**src/serr_pkg.sv**
```systemverilog
package serr_pkg;
	// Register indices on the internal register port
	localparam logic [7:0] ADDR_FLAGS = 8'h18;
	localparam logic [7:0] ADDR_ROUTE = 8'h19;
	localparam logic [7:0] ADDR_SETUP = 8'h1A;
	// Register and field widths
	localparam int REG_W = 16;
	localparam int NUM_CH = 4;
	localparam int NUM_FAULT = 6;
	localparam int RES_ERR_W = 4;
	// Status layout
	localparam int ST_CHAN_HI = 15;
	localparam int ST_CHAN_LO = 14;
	localparam int ST_FAULT_HI = 13;
	localparam int ST_FAULT_LO = 8;
	localparam int ST_READY = 6;
	// Fault vector order: under, over, timeout, amp high, amp low, zero count
	localparam int F_UR = 5;
	localparam int F_OR = 4;
	localparam int F_WD = 3;
	localparam int F_AH = 2;
	localparam int F_AL = 1;
	localparam int F_ZC = 0;
	// Routing register layout
	localparam int RT_UR_OUT = 15;
	localparam int RT_OR_OUT = 14;
	localparam int RT_WD_OUT = 13;
	localparam int RT_AH_OUT = 12;
	localparam int RT_AL_OUT = 11;
	localparam int RT_IRQ_HI = 7;
	localparam int RT_IRQ_LO = 2;
	localparam int RT_READY_IRQ = 0;
	// Bits of the routing register that hold storage
	localparam logic [15:0] ROUTE_MASK = 16'hF8FD;
	// Result error field order inside each channel nibble
	localparam int RE_UR = 3;
	localparam int RE_OR = 2;
	localparam int RE_WD = 1;
	localparam int RE_AE = 0;
	// Setup register
	localparam int SU_IRQ_DIS = 7;
	// Reset values
	localparam logic [15:0] ROUTE_RESET = 16'h0000;
	localparam logic [15:0] SETUP_RESET = 16'h2801;
endpackage : serr_pkg

```
**src/serr_status.sv**
```systemverilog
// Behaviour
// Status 15:14 names faulting channel
// Faults latched until status or source read
// Bit 13 latches under-range fault
// Bit 12 latches over-range fault
// Bit 11 latches watchdog timeout fault
// Bit 10 latches amplitude high fault
// Bit 9 latches amplitude low fault
// Bit 8 latches zero count fault
// Bit 6 flags new results ready
// Reserved status bits 7, 5:4 read zero
// Bits 3:0 flag unread channel results
// Route enables copy faults into result fields
// Both amplitude faults share one field
// Interrupt enables gate fault status and pin
// Bit 0 gates ready status and pin
// Host writes zeros to reserved routing bits
// Setup disable bit holds pin high
// Pin low while enabled condition pending
`timescale 1ns/100ps
module serr_status (
	// Clock and reset
	input wire logic clk_sys_i,
	input wire logic reset_n_i,
	// Register port from the serial interface logic
	input wire logic [7:0] reg_addr_i,
	input wire logic reg_wr_i,
	input wire logic [15:0] reg_wdata_i,
	input wire logic reg_rd_i,
	output logic [15:0] reg_rdata_o,
	// Conversion engine events
	input wire logic fault_valid_i,
	input wire logic [1:0] fault_ch_i,
	input wire logic [5:0] fault_type_i,
	input wire logic conv_done_i,
	input wire logic [1:0] conv_ch_i,
	input wire logic ready_event_i,
	// Result register reads
	input wire logic data_rd_i,
	input wire logic [1:0] data_rd_ch_i,
	// Outputs
	output logic [15:0] result_err_o,
	output logic [15:0] main_operating_setup_o,
	output logic irq_pin_n_o
);

	// Latched fault flags, status bits 13:8
	logic [5:0] fault_flags;
	logic [5:0] next_fault_flags;
	// Channel recorded as fault source
	logic [1:0] fault_source_channel;
	logic [1:0] next_fault_source_channel;
	// Data ready flag
	logic result_ready_flag;
	logic next_result_ready_flag;
	// Unread result flags, index is the channel
	logic [3:0] unread;
	logic [3:0] next_unread;
	// Per-channel result error nibbles
	logic [15:0] res_err;
	logic [15:0] next_res_err;
	// Software registers
	logic [15:0] fault_routing_enables;
	logic [15:0] next_fault_routing_enables;
	logic [15:0] main_operating_setup;
	logic [15:0] next_main_operating_setup;
	// Registered outputs
	logic [15:0] next_rdata;
	logic next_irq_n;
	// Decode helpers
	logic status_read;
	logic src_read;
	logic [5:0] fault_hit;

	// Assemble the status word from current state
	function automatic logic [15:0] status_word(input logic [1:0] src, input logic [5:0] f,
			input logic rdy, input logic [3:0] u);
		logic [15:0] w;
		w = 16'h0000;
		w[serr_pkg::ST_CHAN_HI:serr_pkg::ST_CHAN_LO] = src;
		w[serr_pkg::ST_FAULT_HI:serr_pkg::ST_FAULT_LO] = f;
		w[serr_pkg::ST_READY] = rdy;
		// Channel 0 sits in bit 3, channel 3 in bit 0
		w[3:0] = {u[0], u[1], u[2], u[3]};
		return w;
	endfunction : status_word

	// Event decode and next state for all flags
	always_comb begin
		status_read = reg_rd_i && (reg_addr_i == serr_pkg::ADDR_FLAGS);
		src_read = data_rd_i && (data_rd_ch_i == fault_source_channel);
		// gate faults
		fault_hit = fault_valid_i ?
			(fault_type_i & fault_routing_enables[serr_pkg::RT_IRQ_HI:serr_pkg::RT_IRQ_LO]) :
			6'h00;
		// hold until qualifying read
		next_fault_flags = (status_read || src_read) ? 6'h00 : fault_flags;
		// set wins over clear
		// A fault landing on the clearing read must not be lost, so the set goes last
		next_fault_flags = next_fault_flags | fault_hit;
		next_fault_source_channel = fault_source_channel;
		// record source of first pending fault
		if ((fault_hit != 6'h00) && ((fault_flags == 6'h00) || status_read || src_read)) begin
			next_fault_source_channel = fault_ch_i;
		end
		// ready since last status read
		next_result_ready_flag = status_read ? 1'b0 : result_ready_flag;
		// gate ready
		if (ready_event_i && fault_routing_enables[serr_pkg::RT_READY_IRQ]) begin
			next_result_ready_flag = 1'b1;
		end
		// unread results per channel
		next_unread = unread;
		if (data_rd_i) begin
			next_unread[data_rd_ch_i] = 1'b0;
		end
		if (conv_done_i) begin
			next_unread[conv_ch_i] = 1'b1;
		end
		// Result error fields clear when that channel is read
		next_res_err = res_err;
		if (data_rd_i) begin
			next_res_err[data_rd_ch_i * 4 +: 4] = 4'h0;
		end
		// copy routed faults
		if (fault_valid_i) begin
			next_res_err[fault_ch_i * 4 + serr_pkg::RE_UR] = res_err_or(
				fault_type_i[serr_pkg::F_UR] && fault_routing_enables[serr_pkg::RT_UR_OUT],
				next_res_err[fault_ch_i * 4 + serr_pkg::RE_UR]);
			next_res_err[fault_ch_i * 4 + serr_pkg::RE_OR] = res_err_or(
				fault_type_i[serr_pkg::F_OR] && fault_routing_enables[serr_pkg::RT_OR_OUT],
				next_res_err[fault_ch_i * 4 + serr_pkg::RE_OR]);
			next_res_err[fault_ch_i * 4 + serr_pkg::RE_WD] = res_err_or(
				fault_type_i[serr_pkg::F_WD] && fault_routing_enables[serr_pkg::RT_WD_OUT],
				next_res_err[fault_ch_i * 4 + serr_pkg::RE_WD]);
			// shared amplitude field
			next_res_err[fault_ch_i * 4 + serr_pkg::RE_AE] = res_err_or(
				(fault_type_i[serr_pkg::F_AH] && fault_routing_enables[serr_pkg::RT_AH_OUT]) ||
				(fault_type_i[serr_pkg::F_AL] && fault_routing_enables[serr_pkg::RT_AL_OUT]),
				next_res_err[fault_ch_i * 4 + serr_pkg::RE_AE]);
		end
	end

	// Set-wins merge of one result error bit
	function automatic logic res_err_or(input logic set, input logic cur);
		return set | cur;
	endfunction : res_err_or

	// Register writes; reserved routing bits are not stored, so a careless host
	// write there cannot leak into the read-back
	always_comb begin
		next_fault_routing_enables = fault_routing_enables;
		next_main_operating_setup = main_operating_setup;
		if (reg_wr_i && (reg_addr_i == serr_pkg::ADDR_ROUTE)) begin
			// host keeps reserved bits zero
			next_fault_routing_enables = reg_wdata_i & serr_pkg::ROUTE_MASK;
		end else if (reg_wr_i && (reg_addr_i == serr_pkg::ADDR_SETUP)) begin
			next_main_operating_setup = reg_wdata_i;
		end
	end

	// Read data mux; the status word is sampled before its clear takes effect
	always_comb begin
		if (reg_addr_i == serr_pkg::ADDR_FLAGS) begin
			// reserved bits stay zero
			next_rdata = status_word(fault_source_channel, fault_flags, result_ready_flag, unread);
		end else if (reg_addr_i == serr_pkg::ADDR_ROUTE) begin
			next_rdata = fault_routing_enables;
		end else if (reg_addr_i == serr_pkg::ADDR_SETUP) begin
			next_rdata = main_operating_setup;
		end else begin
			// Unmapped index reads zero
			next_rdata = 16'h0000;
		end
		if (!reg_rd_i) begin
			next_rdata = reg_rdata_o;
		end
	end

	// Pin level follows the next flag values so it moves with the status bits
	always_comb begin
		// disable holds pin high
		// Uses the value being written so pin and setup bit change together
		if (next_main_operating_setup[serr_pkg::SU_IRQ_DIS]) begin
			next_irq_n = 1'b1;
		end else begin
			// low while pending
			next_irq_n = !((next_fault_flags != 6'h00) || next_result_ready_flag);
		end
	end

	// State registers
	always_ff @(posedge clk_sys_i) begin
		if (!reset_n_i) begin
			fault_flags <= 6'h00;
			fault_source_channel <= 2'h0;
			result_ready_flag <= 1'b0;
			unread <= 4'h0;
			res_err <= 16'h0000;
			fault_routing_enables <= serr_pkg::ROUTE_RESET;
			main_operating_setup <= serr_pkg::SETUP_RESET;
			reg_rdata_o <= 16'h0000;
			irq_pin_n_o <= 1'b1;
		end else begin
			fault_flags <= next_fault_flags;
			fault_source_channel <= next_fault_source_channel;
			result_ready_flag <= next_result_ready_flag;
			unread <= next_unread;
			res_err <= next_res_err;
			fault_routing_enables <= next_fault_routing_enables;
			main_operating_setup <= next_main_operating_setup;
			reg_rdata_o <= next_rdata;
			irq_pin_n_o <= next_irq_n;
		end
	end

	// Copies for other blocks come straight from the flops
	assign result_err_o = res_err;
	assign main_operating_setup_o = main_operating_setup;
endmodule : serr_status

```
**config.mk**
```make
export PLATFORM = sky130hd
export DESIGN_NAME = serr_status
export DESIGN_NICKNAME = d
export VERILOG_FILES = /design/src/serr_pkg.sv /design/src/serr_status.sv
export SDC_FILE = /design/constraint.sdc
export NUM_CORES = 1
export LEC_CHECK = 0
export BUFFER_PORTS_ARGS = -buffer_cell sky130_fd_sc_hd__buf_4
export CAP_MARGIN = 20
export CORE_MARGIN = 8
export CORE_UTILIZATION = 45
export CTS_CLUSTER_DIAMETER = 200
export CTS_CLUSTER_SIZE = 20
export DETAILED_ROUTE_END_ITERATION = 10
export GPL_ROUTABILITY_DRIVEN = 0
export PLACE_DENSITY = 0.73
export SETUP_SLACK_MARGIN = 0.2
export SLEW_MARGIN = 20
export SYNTH_ARGS = -nofsm -noshare
export SYNTH_HDL_FRONTEND = slang
export SYNTH_SLANG_ARGS = --single-unit
```
**constraint.sdc**
```tcl
create_clock -name clk_sys_i -period 2 [get_ports clk_sys_i]
set_input_delay 0.1 -clock clk_sys_i [delete_from_list [all_inputs] [get_ports clk_sys_i]]
set_output_delay 0.1 -clock clk_sys_i [all_outputs]
set_load 0.1 [all_outputs]
```
; Word-level counts from Yosys, hierarchy flattened
; Index checks and enable logic that the tools add are counted.
; Widths: inputs -> output; s select.
[word_totals]
reg_bits = 74
latch_bits = 0
ramBits = 0
rom_bits = 0
input_bits = 44
output_inout_bits = 49
elab_cells = 109
memories = 0
[classes]
addsub = 4
multipliers = 0
div_mod_pow = 0
magnitude_cmp = 12
n_eq_ne = 4
shifts = 2
n_mux = 38
n_bitwise = 11
reduce_logical = 28
[op_table]
columns = operator, n
row1 = $bwmux 16, 5
row2 = $mux 16, 5
row3 = $neg 4->34, 1
row4 = $shift 4x34->16 const A, 1
row5 = $shiftx 4x34->16 const A, 1
row6 = $eq 8x5->1 const B, 3
row7 = $logic_and 1x1->1, 17
row8 = $mux 8, 2
row9 = $ge 5x1->1 const B, 3
row10 = $lt 5x5->1 const B, 3
row11 = $bmux 1 s4, 3
row12 = $demux 1 s4, 3
row13 = $mux 1, 12
row14 = $mux 6, 2
row15 = $reduce_bool 6->1, 2
row16 = $add 4x2->5 const B, 2
row17 = $mux 4, 2
row18 = $and 6x6->6, 1
row19 = $demux 1 s2, 3
row20 = $logic_not 6->1, 1
row21 = $lt 2x3->1 const B, 2
row22 = $or 6x6->6, 1
row23 = $add 4x1->5 const B, 1
row24 = $logic_or 1x1->1, 5
row25 = other kinds (13), 18

; Depth between registers and ports, before layout
; Gate-level depths: netlist of run 1.
[depth]
word_depth = 21
depth_mapped = 6
depth_no_buf = 4

; Worst setup path before layout of run 1
; OpenSTA, ideal clock, no wires.
[synth_timing]
path_kind = register to register
start = reg res_err[5], in the netlist result_err_o[5]
end = reg res_err[13], in the netlist result_err_o[13]
setup_time_ns = 0.070
arrival_ns = 1.571
required_time_ns = 1.930
path_slack_ns = 0.358
stages_incl_launch_ff = 4
path_buffers = 0
period_less_slack_ns = 1.642
cell_sequence = dfxtp_1 -> a32oi_1 -> a21o_1 -> a21oi_1
[synth_between]
elab_chain_cells = 19
[synth_lines]
columns = item, line_no
row1 = from (decl), serr_status.sv:60  ; logic [15:0] res_err;
row2 = from (signal assigned), serr_status.sv:209  ; res_err <= next_res_err;
row3 = $bwmux 16, serr_status.sv:123  ; next_res_err[data_rd_ch_i * 4 +: 4] = 4'h0;
row4 = $mux 16 (*), serr_status.sv:122  ; if (data_rd_i) begin
row5 = $bmux 1 s4, serr_status.sv:129  ; next_res_err[fault_ch_i * 4 + serr_pkg::RE_UR]);
row6 = $mux 1 (not written as such), serr_status.sv:129
row7 = $or 1x1->1, serr_status.sv:146  ; return set | cur;
row8 = $bwmux 16 (*), serr_status.sv:127  ; next_res_err[fault_ch_i * 4 + serr_pkg::RE_UR] = res_err_or(
row9 = $bmux 1 s4, serr_status.sv:132  ; next_res_err[fault_ch_i * 4 + serr_pkg::RE_OR]);
row10 = $mux 1 (not written as such), serr_status.sv:132
row11 = [3 not listed], n/a
row12 = $mux 1 (not written as such), serr_status.sv:135  ; next_res_err[fault_ch_i * 4 + serr_pkg::RE_WD]);
row13 = $or 1x1->1, serr_status.sv:146
row14 = $bwmux 16 (*), serr_status.sv:133  ; next_res_err[fault_ch_i * 4 + serr_pkg::RE_WD] = res_err_or(
row15 = $bmux 1 s2, serr_status.sv:140  ; next_res_err[fault_ch_i * 4 + serr_pkg::RE_AE]);
row16 = $mux 1 (not written as such), serr_status.sv:140
row17 = $or 1x1->1, serr_status.sv:146
row18 = $bwmux 16 (*), serr_status.sv:137  ; next_res_err[fault_ch_i * 4 + serr_pkg::RE_AE] = res_err_or(
row19 = $mux 16 (*), serr_status.sv:126  ; if (fault_valid_i) begin
; Every way passes the cells marked *; elsewhere a longest branch is shown, timed or not. The select of a mux whose other input is x is not followed.
; A chain may end at the register's enable or synchronous reset.

; Worst setup path after layout of run 1
[layout_timing]
start = in reg_addr_i[5]
end = reg fault_source_channel[1]
[layout_between]
elab_chain_cells = 5
[layout_lines]
columns = item, line_no
row1 = from (decl), serr_status.sv:26  ; input wire logic [7:0] reg_addr_i,
row2 = $eq 8x5->1, serr_status.sv:90  ; status_read = reg_rd_i && (reg_addr_i == serr_pkg::ADDR_FLAGS);
row3 = $logic_and 1x1->1, serr_status.sv:90
row4 = $logic_or 1x1->1 (2 in a row), serr_status.sv:103  ; if ((fault_hit != 6'h00) && ((fault_flags == 6'h00) || status_read || src_read)) begin
row5 = $logic_and 1x1->1, serr_status.sv:103
row6 = to (signal assigned), serr_status.sv:206  ; fault_source_channel <= next_fault_source_channel;
row7 = to (decl), serr_status.sv:51  ; logic [1:0] fault_source_channel;
; Every way passes these cells.

==> flow_summary.toml, run 1 <==
[status]
status = "finished clean"

[placement]
dpl.hpwl_um = 7014
io_buffers = 92

[yosys]
syn_inst = 354
ys_ff_latch = 74
async_flop_share_pct = 0
syn-mean-instance-area_um2 = 9.168
netlist_top_cells_area = "dfxtp_1 46%, mux2i_1 12%, nor2_1 5.9%"
yosys.area.top_type_share_pct = 45.64
synth_top_cell_by_area = "dfxtp_1"
synth_cell_types = 42
synth-edff-count = 0
ys_warn_count = 0
synthFlopType = "dfxtp_1"
synth.most_common_cell = "dfxtp_1"
synth.cell_area_um2 = 3246
synthesis.nets = 398
ys_seq_area_share_pct = 45.64
synth_common_cells = "74 x dfxtp_1, 51 x nor2_1, 38 x mux2i_1"

[routing]
drtIter0Drc = 189
via_per_inst = 5.327
avgRoutedWirePerCell_um = 16.83
vias = 2978
firstDrtPassIters = 5
wl_um = 9407
postRouteAntennaNets = 0
drc = 0

[die]
rows = 31
dieArea_um2 = 10190
start_util_pct = 45.48
core_um2 = 7137
die_y_um = 100.9
ioPinCount = 93
die_w_um = 100.9

[layout]
multi_input_area_um2 = 1654
finish.utilization_pct = 60.96
antenna_cells = 0
regArea_um2 = 1481
syn_to_final_growth_pct = 34.04
nFillCells = 639
finalNetCount = 499
drive_above_1_share_pct = 26.96

[timing]
setup_viol = 0
relSlewSlack_pct = 67.33
hold_viol_final = 0
rsz0062_at_grt = "false"
finalSetupTns_ns = 0
max_slew.worst_pin.slew_ns = 0.4887
drv_slew = 0
max_freq_ghz = 0.6437
min_period_ns = 1.554
fin_crit_sh_pct = 77.68
finClkSkew_ns = 0.01181

[clocking]
clkTransAtPathRegs_ns = 0.09
h-tree-depth = 3
clock_sinks = 74
cts_root_buf = "clkbuf_8"
cts_made_buffers = 9
cts_tree = "done"
clk_path_buf_depth = 2
clock_latency_ns = 0.35
postCtsSetupBuffers = 0

[setup_path]
r2r-start = "fault_source_channel[1]"
critical_path_class = "input port to flop"
r2r_slack_ns = 0.57
r2r_cells = 4
cpLargestDelayFamily = "simple AND/OR/NAND/NOR gates"
cp_num_buf_inv = 1
worstReg2RegEnd = "fault_source_channel[1]"
slowest_delay_ns = 0.58
crit_slowest_cell = "or3_1"
required_ns = 2.28
cp_cell_sequence = "buf_4, or4b_1, or3_1, a31oi_4, mux2i_1"
crit_arrival_ns = 1.83
cp-start-kind = "input port"
cp-end-kind = "flop"
cp_max_fo = 9

[job]
cap_violations = 0

[grt]
antenna_found_initial = 0
grt_max_degree = 30
track_usage_pct = 18.54
grt_remaining_overflow = 0
grt_pass1_wl_um = 14920
grt_pass1_vias = 2929

[worst_hold_path]
worstHoldPathCells = 2
min_to = "main_operating_setup_o[13]"
hp-class = "input port to flop"
hp-start = "reset_n_i"

[power_and_ir_drop]
power_density_nw_per_um2 = 670.9
p_leak_nw = 1.877
ir_drop_mv = 0.4390
[worst max-delay path by stage]
stage / slack [ns] / to / cells past startpoint / start
floorplan: 0.36 / result_err_o[13] / 3 / result_err_o[5]
global placement: 0.18 / fault_source_channel[0] / 5 / reg_addr_i[5]
detailed placement: 0.13 / fault_source_channel[1] / 5 / reg_addr_i[5]
CTS: 0.49 / fault_source_channel[1] / 5 / reg_addr_i[5]
global route: 0.37 / fault_source_channel[0] / 5 / reg_addr_i[5]
finish: 0.45 / fault_source_channel[1] / 5 / reg_addr_i[5]
[final cells by class]
type | count | share of cell area [%]
tap | 99 | 2.847
timing repair buffer | 112 | 20.07
multi-input combinational | 255 | 38.02
inverter | 3 | 0.2588
sequential | 74 | 34.05
clock inverter | 7 | 1.898
clock buffer | 9 | 2.847
[stage by stage]
stage / power [mW] / cells / instance area [µm²] / setup slack, ns / hold slack, ns
3_3_place_gp: 1.717 / 530 / 4014 / 0.1842 / 0.3280
6_report: 2.919 / 559 / 4350 / 0.4465 / 0.006606
4_1_cts: 2.940 / 559 / 4350 / 0.4856 / 0.0001343
3_5_place_dp: 1.719 / 530 / 4014 / 0.1309 / 0.3297
5_1_grt: 3.033 / 559 / 4350 / 0.3719 / 0.004208
2_1_floorplan: 1.607 / 354 / 3246 / 0.3583 / 0.2251
[sequential cells by signal (all words and copies together), names as in the netlist]
| signal | flops |
|---|---|
| fault_flags | 6 |
| result_err_o | 16 |
| unread | 4 |
| irq_pin_n_o | 1 |
| main_operating_setup_o | 16 |
| fault_source_channel | 2 |
| reg_rdata_o | 16 |
| result_ready_flag | 1 |
| fault_routing_enables | 12 |
[routing by layer]
metal,track usage (%),up-vias,routed length [µm]
met4,6.644,0,161
li1,-,1461,-
met1,23.28,1378,4114
met2,29.44,125,4280
met3,5.318,14,850
met5,0,-,0
[cells by family after synthesis]
logic type,after synthesis,share of synthesized area [%]
xor gates and xnor gates,2,0.5398
and+or+nand+nor,135,20.93
buffers and inverters,25,3.392
DFF,74,45.64
muxes,43,13.45
AOI/OAI and AO/OA,75,16.04
[cells in the final DEF, fill, tap and decap left out, types with 9 or more instances in the layout]
cell / Yosys / layout
buf_4: 1 / 99
dfxtp_1: 74 / 74
nor2_1: 51 / 51
mux2i_1: 38 / 38
a21oi_1: 36 / 36
nand3_1: 25 / 25
nor2b_1: 17 / 17
nand2_1: 15 / 15
dlygate4sd3_1: 0 / 13
o2bb2ai_1: 9 / 9
clkbuf_8: 0 / 9
[power breakdown]
| group | switching [mW] | internal (mW) |
|---|---|---|
| clock | 0.614 | 0.598 |
| sequential | 0.00403 | 1.48 |
| combinational | 0.122 | 0.105 |
| total | 0.740 | 2.18 |
[repair_timing]
action                                 4_1_cts  5_1_grt
resized for setup                            0        0
hold buffers                                13        0
endpoints found under the hold margin       18        0
Power figures use the tool's default switching activity.
==> inputs of run 2 (changes only) <==
==> constraint.sdc (replaced) <==
create_clock -name clk_sys_i -period 1.5 [get_ports clk_sys_i]
set_input_delay 0.075 -clock clk_sys_i [delete_from_list [all_inputs] [get_ports clk_sys_i]]
set_output_delay 0.075 -clock clk_sys_i [all_outputs]
set_load 0.1 [all_outputs]
==> run 2 against run 1 <==
First-iteration DRC count fell by 22%. Critical endpoint is now fault_source_channel[0]. Register-to-register slack worse by 0.35 ns. Utilization increased by 4.6 points. Worst hold slack gained 0.0037 ns. Via count up 4.5%. Total power rose by 39%. Cell count rose by 4.5%.
==> flow_summary.toml, run 2 (synthesized netlist as in run 1, its figures left out) <==
[setup_path]
worstReg2RegEnd = "fault_source_channel[0]"
crit_path_end = "fault_source_channel[0]"
r2r_cells = 4
r2r_slack_ns = 0.22
critical_path_class = "input port to flop"
cp-start-kind = "input port"
crit_arrival_ns = 1.57
required_ns = 1.77
cp-end-kind = "flop"
timing.critical_path.from = "reg_addr_i[7]"
r2r-start = "fault_flags[0]"
cp_max_fo = 5

[placement]
dp_slack_ns = -0.2146
dpl.hpwl_um = 7390
placed_cell_area_um2 = 4245
io_buffers = 92

[power_and_ir_drop]
ir_drop_mv = 0.4643
totalPowerFinal_mw = 4.052
p_leak_nw = 2.053
power_density_nw_per_um2 = 866.6

[timing]
max_freq_ghz = 0.7713
hold_viol_final = 0
layout_setup_ws_ns = 0.2034
setup_viol = 0
rsz0062_at_grt = "true"
finClkSkew_ns = 0.003153
min_period_ns = 1.297
fin_crit_sh_pct = 86.44
relSlewSlack_pct = 71.72
max_slew.worst_pin.slew_ns = 0.4242
drv_slew = 0

[layout]
final_area_um2 = 4676
drive_above_1_share_pct = 38.35
syn_to_final_growth_pct = 44.06
nFillCells = 644
multi_input_area_um2 = 1695
regArea_um2 = 1528
finish.utilization_pct = 65.52
finalNetCount = 525
most-common-layout-cells = "118 x buf_4, 51 x nor2_1, 38 x mux2i_1"
layout_commonest_cell = "buf_4"
antenna_cells = 0

[clocking]
cts_made_buffers = 9
cts_root_buf = "clkbuf_8"
cts_tree = "done"
clkTransAtPathRegs_ns = 0.07
clock_latency_ns = 0.34
h-tree-depth = 3
clock_sinks = 74
clk_path_buf_depth = 2

[die]
rows = 31
die_w_um = 100.9
die_y_um = 100.9
start_util_pct = 45.48
ioPinCount = 93
core_um2 = 7137
dieArea_um2 = 10190

[grt]
grt_pass1_vias = 3147
track_usage_pct = 19.44
grt_remaining_overflow = 0
grt_pass1_wl_um = 15570
grt_max_degree = 22
antenna_found_initial = 0

[routing]
vias = 3113
postRouteAntennaNets = 0
wl_um = 9907
drtIter0Drc = 148
avgRoutedWirePerCell_um = 16.96
via_per_inst = 5.330
drc = 0
firstDrtPassIters = 4

[worst_hold_path]
hp-class = "input port to flop"

[status]
status = "finished clean"

[job]
cap_violations = 0
==> run 2: what timing repair did <==
action | CTS | global route
gates resized for setup | 1 | 7
endpoints found under the setup margin | 9 | 5
pin swaps | 0 | 5
hold endpoints to repair | 27 | 0
hold buffers | 17 | 0
buffers inserted | 0 | 1
cloned | 0 | 0
==> run 2: per-stage QoR <==
step	std cells	hold WS, ns	TNS, ns
6_report	584	0.01028	0
3_3_place_gp	551	0.3049	-1.770
5_1_grt	584	0.02546	0
2_1_floorplan	354	0.2000	-0.004937
3_5_place_dp	551	0.3074	-2.070
4_1_cts	583	0.001447	0
==> run 2: routing by layer <==
metal | up-vias | track usage [%] | routed length [µm]
met5 | - | 0 | 0
met4 | 0 | 6.071 | 107
met3 | 9 | 6.285 | 611
met2 | 91 | 32.30 | 4805
met1 | 1492 | 23.16 | 4383
li1 | 1521 | - | -
==> run 2: layout make-up <==
cell class / instances / area share [%]
clock inverters: 2 / 1.284
flip-flops and latches: 74 / 32.67
inverters: 3 / 0.2408
clock buffers: 13 / 3.398
repair buffers: 138 / 23.49
multi-input cells: 255 / 36.26
well taps: 99 / 2.649
==> run 2: worst max-delay path, cell delays in order <==
cell,delay (ns)
buf_6,0.09
or4b_4,0.53
or3_4,0.44
a31oi_4,0.23
mux2i_1,0.19
==> run 2: power breakdown <==
part / internal (mW) / switching, mW
clock network: 1.02 / 0.706
logic: 0.176 / 0.175
registers: 1.97 / 0.00540
total: 3.17 / 0.886
==> run 2: worst min path at each step <==
stage	endpoint	start	cells after the start
2_1_floorplan	main_operating_setup_o[0]	reg_wdata_i[0]	2
5_1_grt	result_ready_flag	ready_event_i	3
6_report	result_ready_flag	ready_event_i	3
3_5_place_dp	main_operating_setup_o[11]	reg_wdata_i[11]	3
4_1_cts	result_ready_flag	ready_event_i	3
3_3_place_gp	main_operating_setup_o[11]	reg_wdata_i[11]	3
==> inputs of run 3 (changes only) <==
--- a/config.mk
+++ b/config.mk
@@ -14,6 +14,7 @@
 export DETAILED_ROUTE_END_ITERATION = 10
 export GPL_ROUTABILITY_DRIVEN = 0
 export PLACE_DENSITY = 0.73
+export RECOVER_POWER = 25
 export SETUP_SLACK_MARGIN = 0.2
 export SLEW_MARGIN = 20
 export SYNTH_ARGS = -nofsm -noshare
==> run 3 against run 2 <==
Maximum frequency shrank 0.71%. Non-clock buffer count stayed put. Sequential cell count is the same. Final area decreased by 1.7%. First-iteration DRC count rose by 4.1%. Via count down 0.22%. Critical path depth grew 1. Count of clock-buffer cells in the layout stayed put. Global-route usage stayed put. Worst hold slack gained 0.0020 ns. Die area unchanged. Critical endpoint is now irq_pin_n_o.
==> flow_summary.toml, run 3 (synthesized netlist as in run 1, its figures left out) <==
[job]
cap_violations = 0

[layout]
fin_cells = 584
antenna_cells = 0
syn_to_final_growth_pct = 41.56
finalNetCount = 525
most-common-layout-cells = "91 x buf_4, 51 x nor2_1, 38 x mux2i_1"
drive_above_1_share_pct = 37.94
layout_commonest_cell = "buf_4"

[die]
dieArea_um2 = 10190
rows = 31
core_um2 = 7137
start_util_pct = 45.48
die_y_um = 100.9
die_w_um = 100.9
ioPinCount = 93

[routing]
drc = 0
avgRoutedWirePerCell_um = 16.82
via_per_inst = 5.318
postRouteAntennaNets = 0
firstDrtPassIters = 4
vias = 3106
wl_um = 9820
drtIter0Drc = 154

[timing]
rsz0062_at_grt = "true"
setup_viol = 0
min_period_ns = 1.306
drv_slew = 0
hold_viol_final = 0
fin_crit_sh_pct = 87.05
max_slew.worst_pin.slew_ns = 0.6946
finClkSkew_ns = 0.005873
max_freq_ghz = 0.7658
relSlewSlack_pct = 53.69

[clocking]
cts_tree = "done"
clk_path_buf_depth = 2
cts_root_buf = "clkbuf_8"
h-tree-depth = 3
clkTransAtPathRegs_ns = 0.07
clock_latency_ns = 0.34
clock_sinks = 74
cts_made_buffers = 9

[grt]
grt_remaining_overflow = 0
antenna_found_initial = 0
grt_pass1_wl_um = 15570
grt_pass1_vias = 3147
grt_max_degree = 22
track_usage_pct = 19.44

[power_and_ir_drop]
power_density_nw_per_um2 = 881.1
p_leak_nw = 2.023
totalPowerFinal_mw = 4.048
ir_drop_mv = 0.4617

[setup_path]
cp-start-kind = "input port"
cp_cell_sequence = "buf_6, clkbuf_4, nor4b_1, nand4_1, mux2_1, a311o_1"
cp-end-kind = "flop"
crit_slowest_cell = "nor4b_1"
critical_path_class = "input port to flop"
slowest_delay_ns = 0.39
required_ns = 1.73
cp_max_fo = 2
crit_arrival_ns = 1.53

[placement]
dpl.hpwl_um = 7390
io_buffers = 92
placedCellCount = 551

[status]
status = "finished clean"

[worst_hold_path]
hp-class = "input port to flop"
==> run 3: cell types whose count changed in the layout (fill, tap and decap cells not counted) <==
cell,delta
buf_4,-27
clkbuf_2,+25
clkbuf_1,+1
clkbuf_4,+1
nor4b_1,+1
nor4b_4,-1
==> run 3: worst paths after layout <==
path	start	endpoint	slack [ns]	cells after the start
max	reg_addr_i[5]	irq_pin_n_o	0.19	6
min	ready_event_i	result_ready_flag	0.01	3
max reg2reg	fault_flags[0]	fault_source_channel[0]	0.21	4
min reg2reg	result_err_o[11]	result_err_o[11]	0.46	2
==> run 3: report_power, final <==
part	switching (mW)	internal, mW
clock network	0.707	1.02
registers	0.00538	1.97
logic	0.171	0.174
==> run 3: area by class of cell <==
class / instances / area [µm²]
clock buffers: 13 / 158.9
clock inverters: 2 / 60.06
fillers: 659 / 2542
inverters: 3 / 11.26
multi-input cells: 255 / 1680
flip-flops and latches: 74 / 1528
well taps: 99 / 123.9
repair buffers: 138 / 1032
==> run 3: timing repair <==
action / 4_1_cts / 5_1_grt
buffers inserted: 0 / 1
pin swaps: 0 / 5
hold buffers: 17 / 0
endpoints found under the hold margin: 27 / 0
resized for setup: 1 / 7
endpoints found under the setup margin: 9 / 5
gates cloned: 0 / 0
==> run 3: per-stage QoR <==
stage / util, % / setup slack [ns] / hold slack [ns] / instance area (µm²) / setup TNS [ns]
detailed placement: 59.48 / -0.2146 / 0.3074 / 4245 / -2.070
global route: 64.38 / 0.1013 / 0.02546 / 4594 / 0
CTS: 65.01 / 0.2152 / 0.001447 / 4639 / 0
finish: 64.38 / 0.1942 / 0.01225 / 4594 / 0
floorplan: - / -0.002469 / 0.2000 / 3308 / -0.004937
global placement: 59.48 / -0.1929 / 0.3049 / 4245 / -1.770
==> run 3: routing by layer <==
metal	wire length [µm]	GRT usage, %	part of all wire, %	vias up
met5	0	0	0	-
met3	722	6.285	7.4	12
met1	4240	23.16	43	1470
met2	4721	32.30	48	104
met4	135	6.071	1.4	0
li1	-	-	-	1520
==> run 3: worst max-delay path, delay by kind of cell <==
kind | cells | cell delay (ns)
multiplexers | 1 | 0.36
buffers and inverters | 2 | 0.20
AO/OA/AOI/OAI | 1 | 0.32
AND/OR/NAND/NOR | 2 | 0.57
